## src/design/pgfc_consts.vh

```
// constants for the group, fault and configuration register bank
`ifndef PGFC_CONSTS_VH
`define PGFC_CONSTS_VH
// command codes of the registers
`define PGFC_CMD_GROUP_CFG 8'hD3
`define PGFC_CMD_PG_DELAY 8'hD4
`define PGFC_CMD_RAMP_GAIN 8'hD5
`define PGFC_CMD_COIL 8'hD6
`define PGFC_CMD_SNAP_MASK 8'hD7
`define PGFC_CMD_OVUV_CTRL 8'hD8
// field positions
`define PGFC_RAIL_ID_LSB 8
`define PGFC_PHASE_POS_LSB 13
`define PGFC_CROWBAR_BIT 7
// writable bit masks, unassigned bits read zero
`define PGFC_GROUP_CFG_MASK 16'hFF07
`define PGFC_SNAP_MASK_MASK 16'h3CFF
`define PGFC_OVUV_MASK 8'h8F
// reset values
`define PGFC_GROUP_CFG_RST 16'h0000
`define PGFC_PG_DELAY_RST 16'h0000
`define PGFC_RAMP_GAIN_RST 8'h01
`define PGFC_COIL_RST 16'h0000
`define PGFC_SNAP_MASK_RST 16'h0000
`define PGFC_OVUV_RST 8'h00
// timing
`define PGFC_MS_NS 32'h000F4240
`define PGFC_CLK_NS 32'h00000004
`define PGFC_CYC_PER_MS (`PGFC_MS_NS / `PGFC_CLK_NS)
// sized to the millisecond counter so the clamp needs no truncation
`define PGFC_PG_DELAY_MAX_MS 16'h1388
`endif

```

## src/design/pgfc_regs.v

```verilog
// register bank for group bus, power-good delay, ramp, coil, snapshot mask and ov/uv control
`timescale 1ns/100ps
`include "pgfc_consts.vh"

module pgfc_regs #(
    parameter CYC_PER_MS = `PGFC_CYC_PER_MS
) (
    // clock and reset
    input wire i_clk,
    input wire i_rst,
    // command port from the transaction engine
    input wire i_wr,
    input wire i_rd,
    input wire [7:0] i_cmd,
    input wire [15:0] i_wdata,
    output reg [15:0] o_rdata,
    output reg o_rvalid,
    output reg o_cmd_err,
    // regulator status
    input wire i_above_pg_on,
    input wire i_out_enable,
    input wire i_vout_over,
    input wire i_vout_under,
    input wire i_check,
    input wire [15:0] i_fault_evt,
    // control outputs
    output reg o_power_good_pin,
    output reg o_share_ramp_mode,
    output reg o_soft_off_allowed,
    output reg [7:0] o_ramp_gain,
    output reg [4:0] o_rail_id,
    output reg [3:0] o_phase_pos,
    output reg [3:0] o_phase_count,
    output reg [15:0] o_coil_uh,
    output reg o_snapshot_req,
    output reg [15:0] o_snapshot_cause,
    output reg o_over_voltage_fault,
    output reg o_under_voltage_fault,
    output reg o_low_side_on
);

////////////////////////////////////////////////////////////////////////////////
// helper functions

// linear11 value to whole units, rounded half up; negative values give zero
function [15:0] pgfc_lin_round;
    input [15:0] lin;
    reg [4:0] e;
    reg [10:0] m;
    reg [31:0] v;
    reg [4:0] sh;
    begin
        e = lin[15:11];
        m = lin[10:0];
        v = 32'h0;
        sh = 5'h00;
        if (m[10]) begin
            pgfc_lin_round = 16'h0;
        end else if (!e[4]) begin
            v = {21'h0, m} << e[3:0];
            pgfc_lin_round = (v[31:16] != 16'h0) ? 16'hFFFF : v[15:0];
        end else begin
            // five bits of shift so that an exponent of -16 is not taken as zero
            sh = 5'h00 - e;
            v = (({21'h0, m} << 1) >> sh) + 32'h1;
            pgfc_lin_round = v[16:1];
        end
    end
endfunction

// phase count code: odd codes 1,3,5,7 give 2,4,6,8; others invalid (zero)
function [3:0] pgfc_phases;
    input [2:0] code;
    begin
        if (code[0]) begin
            // each odd code sits one below the phase count it names
            pgfc_phases = {1'b0, code} + 4'h1;
        end else begin
            pgfc_phases = 4'h0;
        end
    end
endfunction

////////////////////////////////////////////////////////////////////////////////
// registers

reg [15:0] group_rail_phase_config_r;
reg [15:0] power_good_delay_ms_r;
reg [7:0] shared_ramp_gain_r;
reg [15:0] coil_value_uh_r;
reg [15:0] snapshot_trigger_mask_r;
reg [7:0] output_voltage_fault_control_r;
wire cmd_known;

assign cmd_known = (i_cmd == `PGFC_CMD_GROUP_CFG) || (i_cmd == `PGFC_CMD_PG_DELAY) ||
    (i_cmd == `PGFC_CMD_RAMP_GAIN) || (i_cmd == `PGFC_CMD_COIL) ||
    (i_cmd == `PGFC_CMD_SNAP_MASK) || (i_cmd == `PGFC_CMD_OVUV_CTRL);

// the bank only stores what the host wrote; each field takes effect in the
// sections below, one registered stage after the write
// register writes; unassigned bits are masked so they never reach logic
always @(posedge i_clk or posedge i_rst) begin
    if (i_rst) begin
        group_rail_phase_config_r <= `PGFC_GROUP_CFG_RST;
        power_good_delay_ms_r <= `PGFC_PG_DELAY_RST;
        shared_ramp_gain_r <= `PGFC_RAMP_GAIN_RST;
        coil_value_uh_r <= `PGFC_COIL_RST;
        snapshot_trigger_mask_r <= `PGFC_SNAP_MASK_RST;
        output_voltage_fault_control_r <= `PGFC_OVUV_RST;
    end else if (i_wr) begin
        if (i_cmd == `PGFC_CMD_GROUP_CFG) begin
            group_rail_phase_config_r <= i_wdata & `PGFC_GROUP_CFG_MASK;
        end else if (i_cmd == `PGFC_CMD_PG_DELAY) begin
            power_good_delay_ms_r <= i_wdata;
        end else if (i_cmd == `PGFC_CMD_RAMP_GAIN) begin
            shared_ramp_gain_r <= i_wdata[7:0];
        end else if (i_cmd == `PGFC_CMD_COIL) begin
            coil_value_uh_r <= i_wdata;
        end else if (i_cmd == `PGFC_CMD_SNAP_MASK) begin
            snapshot_trigger_mask_r <= i_wdata & `PGFC_SNAP_MASK_MASK;
        end else if (i_cmd == `PGFC_CMD_OVUV_CTRL) begin
            output_voltage_fault_control_r <= i_wdata[7:0] & `PGFC_OVUV_MASK;
        end
    end
end

// read port: answer one cycle after the strobe, zero and error on unknown command
// a byte register answers with its upper byte zero
always @(posedge i_clk or posedge i_rst) begin
    if (i_rst) begin
        o_rdata <= 16'h0000;
        o_rvalid <= 1'b0;
        o_cmd_err <= 1'b0;
    end else begin
        o_rvalid <= i_rd;
        o_cmd_err <= (i_rd || i_wr) && !cmd_known;
        if (!i_rd) begin
            o_rdata <= o_rdata;
        end else if (i_cmd == `PGFC_CMD_GROUP_CFG) begin
            o_rdata <= group_rail_phase_config_r;
        end else if (i_cmd == `PGFC_CMD_PG_DELAY) begin
            o_rdata <= power_good_delay_ms_r;
        end else if (i_cmd == `PGFC_CMD_RAMP_GAIN) begin
            o_rdata <= {8'h00, shared_ramp_gain_r};
        end else if (i_cmd == `PGFC_CMD_COIL) begin
            o_rdata <= coil_value_uh_r;
        end else if (i_cmd == `PGFC_CMD_SNAP_MASK) begin
            o_rdata <= snapshot_trigger_mask_r;
        end else if (i_cmd == `PGFC_CMD_OVUV_CTRL) begin
            o_rdata <= {8'h00, output_voltage_fault_control_r};
        end else begin
            o_rdata <= 16'h0000;
        end
    end
end

////////////////////////////////////////////////////////////////////////////////
// group configuration decode

// every derived output is registered so no logic follows a flop at the top;
// the cost is one more cycle between a write and its effect
wire [3:0] phase_count_dec;
wire sharing;

assign phase_count_dec = pgfc_phases(group_rail_phase_config_r[2:0]);
// a valid phase count means this rail shares current with peers
assign sharing = (phase_count_dec != 4'h0);

always @(posedge i_clk or posedge i_rst) begin
    if (i_rst) begin
        o_rail_id <= 5'h00;
        o_phase_pos <= 4'h1;
        o_phase_count <= 4'h0;
        o_ramp_gain <= `PGFC_RAMP_GAIN_RST;
        o_coil_uh <= 16'h0000;
        o_soft_off_allowed <= 1'b1;
    end else begin
        o_rail_id <= group_rail_phase_config_r[`PGFC_RAIL_ID_LSB +: 5];
        o_phase_pos <= {1'b0, group_rail_phase_config_r[`PGFC_PHASE_POS_LSB +: 3]}
            + 4'h1;
        o_phase_count <= phase_count_dec;
        o_ramp_gain <= shared_ramp_gain_r;
        o_coil_uh <= pgfc_lin_round(coil_value_uh_r);
        o_soft_off_allowed <= !sharing;
    end
end

////////////////////////////////////////////////////////////////////////////////
// power-good delay; ms counter plus cycle prescaler

// the prescaler counts the cycles of one millisecond and the ms counter counts those;
// dropping below threshold or disabling the output restarts both, so a dip
// below the threshold always costs the whole delay again
wire [15:0] pg_round_ms;
wire [15:0] pg_target_ms;
reg [31:0] pg_pre_r;
reg [15:0] pg_ms_r;

assign pg_round_ms = pgfc_lin_round(power_good_delay_ms_r);
// values above the documented ceiling clamp so the pin is never held off forever
assign pg_target_ms = (pg_round_ms > `PGFC_PG_DELAY_MAX_MS) ?
    `PGFC_PG_DELAY_MAX_MS : pg_round_ms;

always @(posedge i_clk or posedge i_rst) begin
    if (i_rst) begin
        pg_pre_r <= 32'h0;
        pg_ms_r <= 16'h0;
        o_power_good_pin <= 1'b0;
        o_share_ramp_mode <= 1'b0;
    end else if (!i_above_pg_on || !i_out_enable) begin
        pg_pre_r <= 32'h0;
        pg_ms_r <= 16'h0;
        o_power_good_pin <= 1'b0;
        o_share_ramp_mode <= sharing && i_out_enable;
    end else if (pg_ms_r >= pg_target_ms) begin
        o_power_good_pin <= 1'b1;
        o_share_ramp_mode <= 1'b0;
    end else if (pg_pre_r == CYC_PER_MS - 1) begin
        pg_pre_r <= 32'h0;
        pg_ms_r <= pg_ms_r + 16'h1;
    end else begin
        pg_pre_r <= pg_pre_r + 32'h1;
    end
end

////////////////////////////////////////////////////////////////////////////////
// output over/under voltage violation counting and crowbar

// counters saturate at the limit so a long violation run cannot wrap and
// look like a fresh short run; faults stay until the output is disabled
reg [4:0] ov_cnt_r;
reg [4:0] uv_cnt_r;
wire [4:0] viol_lim;

assign viol_lim = {1'b0, output_voltage_fault_control_r[3:0]} + 5'h1;

// counts consecutive checks; a clean check restarts the run
always @(posedge i_clk or posedge i_rst) begin
    if (i_rst) begin
        ov_cnt_r <= 5'h0;
        uv_cnt_r <= 5'h0;
        o_over_voltage_fault <= 1'b0;
        o_under_voltage_fault <= 1'b0;
        o_low_side_on <= 1'b0;
    end else if (!i_out_enable) begin
        ov_cnt_r <= 5'h0;
        uv_cnt_r <= 5'h0;
        o_over_voltage_fault <= 1'b0;
        o_under_voltage_fault <= 1'b0;
        o_low_side_on <= 1'b0;
    end else if (i_check) begin
        ov_cnt_r <= i_vout_over ? ((ov_cnt_r < viol_lim) ? ov_cnt_r + 5'h1 : ov_cnt_r) : 5'h0;
        uv_cnt_r <= i_vout_under ? ((uv_cnt_r < viol_lim) ? uv_cnt_r + 5'h1 : uv_cnt_r) : 5'h0;
        if (i_vout_over && ov_cnt_r + 5'h1 >= viol_lim) begin
            o_over_voltage_fault <= 1'b1;
            // crowbar follows the control bit held when the fault fires
            o_low_side_on <= output_voltage_fault_control_r[`PGFC_CROWBAR_BIT];
        end
        if (i_vout_under && uv_cnt_r + 5'h1 >= viol_lim) begin
            o_under_voltage_fault <= 1'b1;
        end
    end
end

////////////////////////////////////////////////////////////////////////////////
// snapshot trigger: unmasked fault events request a store write

// reserved bits are masked again here so a stray event on an unused
// line can never request a store write
wire [15:0] snap_hit;

assign snap_hit = i_fault_evt & ~snapshot_trigger_mask_r & `PGFC_SNAP_MASK_MASK;

always @(posedge i_clk or posedge i_rst) begin
    if (i_rst) begin
        o_snapshot_req <= 1'b0;
        o_snapshot_cause <= 16'h0000;
    end else begin
        o_snapshot_req <= (snap_hit != 16'h0000);
        o_snapshot_cause <= snap_hit;
    end
end

endmodule // pgfc_regs

```

## config.mk

```make
export PLATFORM = sky130hd
export DESIGN_NAME = pgfc_regs
export DESIGN_NICKNAME = d
export VERILOG_FILES = /design/src/design/pgfc_regs.v
export VERILOG_INCLUDE_DIRS = /design/src /design/src/design
export SDC_FILE = /design/constraint.sdc
export NUM_CORES = 1
export LEC_CHECK = 0
export BUFFER_PORTS_ARGS = -buffer_cell sky130_fd_sc_hd__buf_2
export CAP_MARGIN = 20
export CORE_MARGIN = 10
export CORE_UTILIZATION = 60
export DETAILED_ROUTE_END_ITERATION = 8
export GPL_TIMING_DRIVEN = 0
export PLACE_DENSITY = 0.79
export SYNTH_ARGS = -nofsm -noshare
export SYNTH_HDL_FRONTEND = slang
export SYNTH_SLANG_ARGS = --single-unit
```

## constraint.sdc

```tcl
create_clock -name i_clk -period 14 [get_ports i_clk]
set_input_delay 0.7 -clock i_clk [delete_from_list [all_inputs] [get_ports i_clk]]
set_output_delay 0.7 -clock i_clk [all_outputs]
set_load 0.01 [all_outputs]
```

==> results of run 1 <==
## worst reg2reg max path, delay by kind of cell, from the launching register on
family	cells	cell delay, ps
AO/OA/AOI/OAI	14	3220
XOR/XNOR	1	180
adder cells (fa/ha/maj)	3	940
buffers and inverters	8	1730
flip-flops	1	340
multiplexers	1	130
AND/OR/NAND/NOR	3	770
## flip-flops by register name (all words and copies together) (netlist names), 11 cells and up
name	count
coil_value_uh_r	16
pg_ms_r	16
snapshot_trigger_mask_r	12
o_coil_uh	16
o_snapshot_cause	12
power_good_delay_ms_r	16
group_rail_phase_config_r	11
pg_pre_r	32
o_rdata	16
## final cells by class
type / count / area [sq um] / area share [%]
Multi-Input combinational cell: 993 / 7160 / 49.8
Sequential cell: 199 / 4980 / 34.7
Timing Repair Buffer: 115 / 598 / 4.16
Buffer: 96 / 453 / 3.15
Clock buffer: 17 / 425 / 2.96
Tap cell: 275 / 344 / 2.40
Clock inverter: 15 / 225 / 1.57
Inverter: 45 / 176 / 1.23
Antenna cell: 1 / 2.50 / 0.0174
## kinds of logic after synthesis
| family | Yosys count | synth area share (%) |
|---|---|---|
| buffers and inverters | 141 | 4.88 |
| adder cells (fa/ha/maj) | 46 | 4.52 |
| other | 2 | 0.0589 |
| flip-flops | 199 | 39.1 |
| XOR/XNOR | 34 | 2.34 |
| AO/OA/AOI/OAI | 338 | 17.8 |
| multiplexers | 135 | 13.2 |
| AND/OR/NAND/NOR | 432 | 18.1 |
## cell usage in the layout, fill, tap and decap left out, drive strengths merged, types with 15 or more instances in the layout
cell      n
xnor2    20
o21a     15
dfrtp   195
nand3    47
nand4    22
a21oi    89
nor2b    25
inv      54
ha       46
a221oi   18
buf     143
nand2b   20
or4      30
or3      21
nor3     20
o31ai    26
clkbuf   85
mux2i    36
o21ai    63
mux4     18
nand2    97
mux2     81
nor2     89
## per-layer routing
| layer | vias to the layer above | GRT usage (%) | part of all wire, % |
|---|---|---|---|
| li1 | 5255 | - | - |
| met1 | 5479 | 33.8 | 43 |
| met2 | 500 | 41.0 | 47 |
| met3 | 70 | 5.09 | 7.5 |
| met4 | 2 | 7.20 | 2.1 |
| met5 | - | 0 | 0.033 |
## power groups by stage
stage               logic, mW  clock network [mW]  registers [mW]
floorplan               0.163                   0           0.630
global placement        0.236                   0           0.628
detailed placement      0.240                   0           0.629
CTS                     0.242               0.543           0.618
global route            0.269               0.563           0.622
finish                  0.244               0.534           0.619
## worst max path at each step
| stage | slack (ps) | startpoint | depth (start not counted) | end |
|---|---|---|---|---|
| finish | 6620 | power_good_delay_ms_r[11] | 30 | pg_pre_r[11] |
| global route | 6080 | power_good_delay_ms_r[11] | 27 | pg_pre_r[11] |
| CTS | 6760 | power_good_delay_ms_r[11] | 30 | pg_pre_r[11] |
| detailed placement | 6790 | power_good_delay_ms_r[11] | 27 | pg_pre_r[11] |
| global placement | 5730 | i_rst | 2 | o_coil_uh[14] |
| floorplan | 7830 | power_good_delay_ms_r[11] | 28 | pg_pre_r[11] |
## stage by stage
stage / hold WS (ps) / util, % / cell area (sq um) / cells / power (mW)
2_1_floorplan: 359 / - / 12800 / 1333 / 0.793
3_3_place_gp: 380 / 65.3 / 13700 / 1722 / 0.864
3_5_place_dp: 377 / 65.4 / 13700 / 1723 / 0.869
4_1_cts: 304 / 68.5 / 14400 / 1755 / 1.40
5_1_grt: 326 / 68.5 / 14400 / 1755 / 1.45
6_report: 287 / 68.6 / 14400 / 1756 / 1.40
==> metrics, run 1 <==
CP most frequent cell a21o_1; NetSw 448 uW; Synth Flop Type dfrtp_1; crit-path leading delay family compound AO/OA/AOI/OAI gates; ys async rst share 100%; share of cells above drive strength 1 20.6%; Synth area leader dfrtp_1; first drt pass iteration count 8; Post-Syn Area per Cell 9.60 sq um; Worst Path Arrival 7760 ps; worst skew pair latency 450 ps; Final Max Tran Viols 0; DRT antenna net count 0; CP peak stage delay 570 ps; most frequent cell after synthesis dfrtp_1; Cell Int Power 948 uW; final hold vios 0; Port Buffers 114; FF-to-FF setup slack 6620 ps; initial core utilization 60.8%; Synth Instances 1327; DRC Markers 0; Crit Path Class reg -> reg; worst endpoint required time 14370 ps; Post-Route Setup TNS 0 ps; leakage power 6.12 nW; TritonCTS clock tree done; post-route clock period utilization 52.7%; clock sinks 199; Worst R2R Path Depth 30; post-synthesis sequential area ratio 39.1%; largest net degree at the start of global routing 132; core box area 21000 sq um; IR drop worst, VDD 0.0814 mV; Worst-path clk slew 90 ps; Tightest Pin Transition 936 ps; RePlAce Congestion 0.926; EDFF count, synth 0; Final setup viols 0; r2r startpoint power_good_delay_ms_r[11]; clk_skew 17.0 ps; pre-CTS WS 6790 ps; MaxCap Viol Count 0; Max stage delay cell, worst path a2111o_1; Sw Share 32.1%; # fillers 1669; Startpoint Class register; Die Span Y 166 um; starting DRC count in detailed routing 1100; Syn. warnings 0; Hold WC Path Type in -> async; synthesis-to-layout area growth 12.8%; minimum clock period 7380 ps; r2r endpoint pg_pre_r[11]; full die area 27500 sq um; I/O pin total 127; Die Wd 166 um; htree depth 4; cts bufs inserted 17; RSZ-0062 raised after global routing false; Clock power frac 38.2%; num rows 53; CTS max path bufs 2; Synth area leaders dfrtp_1 38%, mux2_2 7.2%, ha_1 4.5%; wire length per cell 20.4 um; sequential share of power 44.3%; Power Density 97.2 nW/um^2; combinational power share 17.4%; vias in the first global route 11100; GRT Util Overall 25.3%; post-synth top area share 38.3%; hold_buf cts 0; PnR worst setup slack 6620 ps; initial antenna violation count 2; final WL 35900 um; Worst slew margin 37.5%; Final #Nets 1562; GRT Residual Overflow 0; critical path peak fanout 10; number of distinct library cells after synthesis 93; status completed; first-pass GRT wire length 58700 um; crit path buf inv count 8; Yosys reg bits 199; DP Wirelength 26300 um; root buf cell clkbuf_16; PostCTS Resize Cnt 0; Post-CTS Setup Bufs 0; critical path capture point type register; fmax 0.135 GHz; top cells by count, synth 195 x dfrtp_1, 96 x nand2_1, 88 x a21oi_1, 88 x nor2_1, 81 x mux2_2; Synth Cell Area 12700 sq um; number of vias per cell 6.44; routed vias 11300
Power figures use the tool's default switching activity.
==> inputs of run 2 (changes only) <==
--- a/config.mk
+++ b/config.mk
@@ -9,10 +9,10 @@
 export BUFFER_PORTS_ARGS = -buffer_cell sky130_fd_sc_hd__buf_2
 export CAP_MARGIN = 20
 export CORE_MARGIN = 10
-export CORE_UTILIZATION = 60
+export CORE_UTILIZATION = 55
 export DETAILED_ROUTE_END_ITERATION = 8
 export GPL_TIMING_DRIVEN = 0
-export PLACE_DENSITY = 0.79
+export PLACE_DENSITY = 0.76
 export SYNTH_ARGS = -nofsm -noshare
 export SYNTH_HDL_FRONTEND = slang
 export SYNTH_SLANG_ARGS = --single-unit
==> constraint.sdc (replaced) <==
create_clock -name i_clk -period 6.1 [get_ports i_clk]
set_input_delay 0.305 -clock i_clk [delete_from_list [all_inputs] [get_ports i_clk]]
set_output_delay 0.305 -clock i_clk [all_outputs]
set_load 0.01 [all_outputs]
==> run 2 against run 1 <==
Against the previous run:
- combinational power grew to 2.6 times the previous value
- cell count grew 2.1%
- sequential power grew 130%
- maximum frequency grew 25%
- clock skew grew 2.3 ps
- flip-flop and latch count is the same
- critical path depth shrank 2
==> metrics, run 2 (synthesis results as in run 1) <==
I/O pin total 127 (unchanged); Startpoint Class register; gr busiest metal met2; num rows 55 (+3.8%); Inst Count DP 1733 (+0.58%); starting DRC count in detailed routing 1032 (-6.2%); TritonCTS clock tree done; Final setup viols 0 (unchanged); wire length per cell 20.4 um (about the same); fin cells 1793 (+2.1%); MaxCap Viol Count 0 (unchanged); Post-Route Setup TNS 0 ps (unchanged); first drt pass iteration count 9 (+1); Crit Path Class reg -> reg; Layout Utilization 65.6% (-3.0 points); root buf cell clkbuf_16; vias in the first global route 11000 (-1.3%); initial core utilization 56.1% (-4.7 points); leakage power 6.35 nW (+3.7%); GRT Util Overall 24.3% (-1.0 points); worst endpoint required time 6470 ps (-7900 ps); Biggest register pg_pre_r; DRT antenna net count 0 (unchanged); clock sinks 199 (unchanged); full die area 29700 sq um (+8.0%); largest net degree at the start of global routing 134 (+1.5%); Port Buffers 114 (unchanged); routed vias 11500 (+1.3%); Final Max Tran Viols 0 (unchanged); synthesis-to-layout area growth 16.9%; commonest non-fill, non-tap cell in the layout dfrtp_1; Power Density 222 nW/um^2 (+130%); IR drop worst, VDD 0.244 mV (+200%); max reg flops 32 (unchanged); Hold WC Path Type in -> reg; core box area 22700 sq um (+8.4%); worst skew pair latency 460 ps (about the same); Die Span Y 172 um (+3.9%); # fillers 1825 (+9.3%); Worst-path clk slew 100 ps (about the same); GRT Residual Overflow 0 (unchanged); CP peak stage delay 520 ps (-50 ps); CP most frequent cell a21o_1; fmax 0.170 GHz (+25%); critical path capture point type register; CTS max path bufs 2 (unchanged); htree depth 4 (unchanged); met1 Usage GRT 33.0% (-0.76 points); DRC Markers 0 (unchanged); critical path peak fanout 10 (unchanged); area occupied by multi-input gates 7390 sq um (+3.2%); Final #Nets 1588 (+1.7%); Worst slew margin 43.4% (+6.0 points); share of cells above drive strength 1 24.5% (+3.9 points); final WL 36600 um (+2.1%); final hold vios 0 (unchanged); most frequent cells in the layout 195 x dfrtp_1, 121 x buf_2, 96 x nand2_1; post-route clock period utilization 96.7% (+44 points); Storage cell area 4980 sq um (unchanged); RePlAce Congestion 0.986 (+6.4%); M3 GR Usage 4.70% (-0.39 points); clk_skew 19.3 ps (+2.32 ps); number of vias per cell 6.39 (-0.77%); status completed; DP Wirelength 26500 um (+0.81%); Die Wd 172 um (+3.9%); Max stage delay cell, worst path or4_1; cts bufs inserted 17 (unchanged); Tightest Pin Transition 847 ps (-89.1 ps); minimum clock period 5900 ps (-1490 ps); initial antenna violation count 3 (+1); Worst Path Arrival 6270 ps (-1490 ps); first-pass GRT wire length 58000 um (-1.2%); met2 usage 39.0% (-2.0 points)
[run 2: changes by cell type in the layout (fill, tap and decap cells not counted), moves of 3 or more]
cell / before / now
a211oi_1: 13 / 9
a211oi_2: 1 / 4
a21oi_1: 88 / 84
a21oi_2: 1 / 4
buf_4: 9 / 35
clkbuf_1: 66 / 57
clkbuf_2: 2 / 7
clkinv_8: 5 / 2
o21ai_0: 62 / 59
[run 2: what timing repair did]
item	CTS	global route
hold buffers	2	0
gates cloned	0	0
setup buffers	13	14
endpoints found under the setup margin	50	48
resized for setup	37	44
pin swaps	13	14
endpoints found under the hold margin	66	0
[run 2: worst max-delay path, delay by kind of cell (launching register included)]
kind	cells	cell delay, ps
XOR/XNOR	1	200
flip-flops	1	390
AND/OR/NAND/NOR	3	790
adder cells (fa/ha/maj)	3	700
AO/OA/AOI/OAI	14	2790
multiplexers	1	160
buffers and inverters	6	790
[run 2: routing by layer]
metal	routed length, um	vias up
met5	10	-
met4	691	2
met3	2770	64
met2	17200	482
met1	16000	5614
li1	-	5293
[run 2: final timing paths]
kind / from / endpoint / slack (ps) / cells after the start
worst max-delay path: power_good_delay_ms_r[11] / pg_pre_r[29] / 200 / 28
max in group asynchronous: i_rst / power_good_delay_ms_r[13] / 4630 / 4
worst max register to register: power_good_delay_ms_r[11] / pg_pre_r[29] / 200 / 28
worst min register to register: shared_ramp_gain_r[0] / o_ramp_gain[0] / 390 / 0
worst min-delay path: i_fault_evt[6] / o_snapshot_cause[6] / 100 / 2
min in group asynchronous: i_rst / pg_ms_r[15] / 420 / 3
[run 2: power breakdown]
part / switching [mW] / internal, mW / leakage [nW]
registers: 0.0453 / 1.37 / 2.68
logic: 0.365 / 0.263 / 3.36
clock network: 0.668 / 0.592 / 0.315
[run 2: layout make-up]
cell class                 count  share of cell area (%)
inverter                      45                    1.21
sequential                   199                    33.5
tap                          285                    2.40
clock inverter                15                    1.52
clock buffer                  17                    2.86
buffer                        93                    3.34
timing repair buffer         144                    5.54
multi-input combinational    993                    49.6
antenna                        2                  0.0336
[run 2: stage by stage]
stage | area (sq um) | setup slack [ps] | hold slack (ps) | total power [mW]
after floorplan | 12800 | 5.79 | 336 | 1.82
after global placement | 13700 | -1770 | 378 | 1.99
after detailed placement | 13700 | -1080 | 370 | 2.00
after CTS | 14700 | 25.4 | 89.0 | 3.29
after global routing | 14900 | -21.1 | 96.9 | 3.43
final | 14900 | 202 | 104 | 3.31
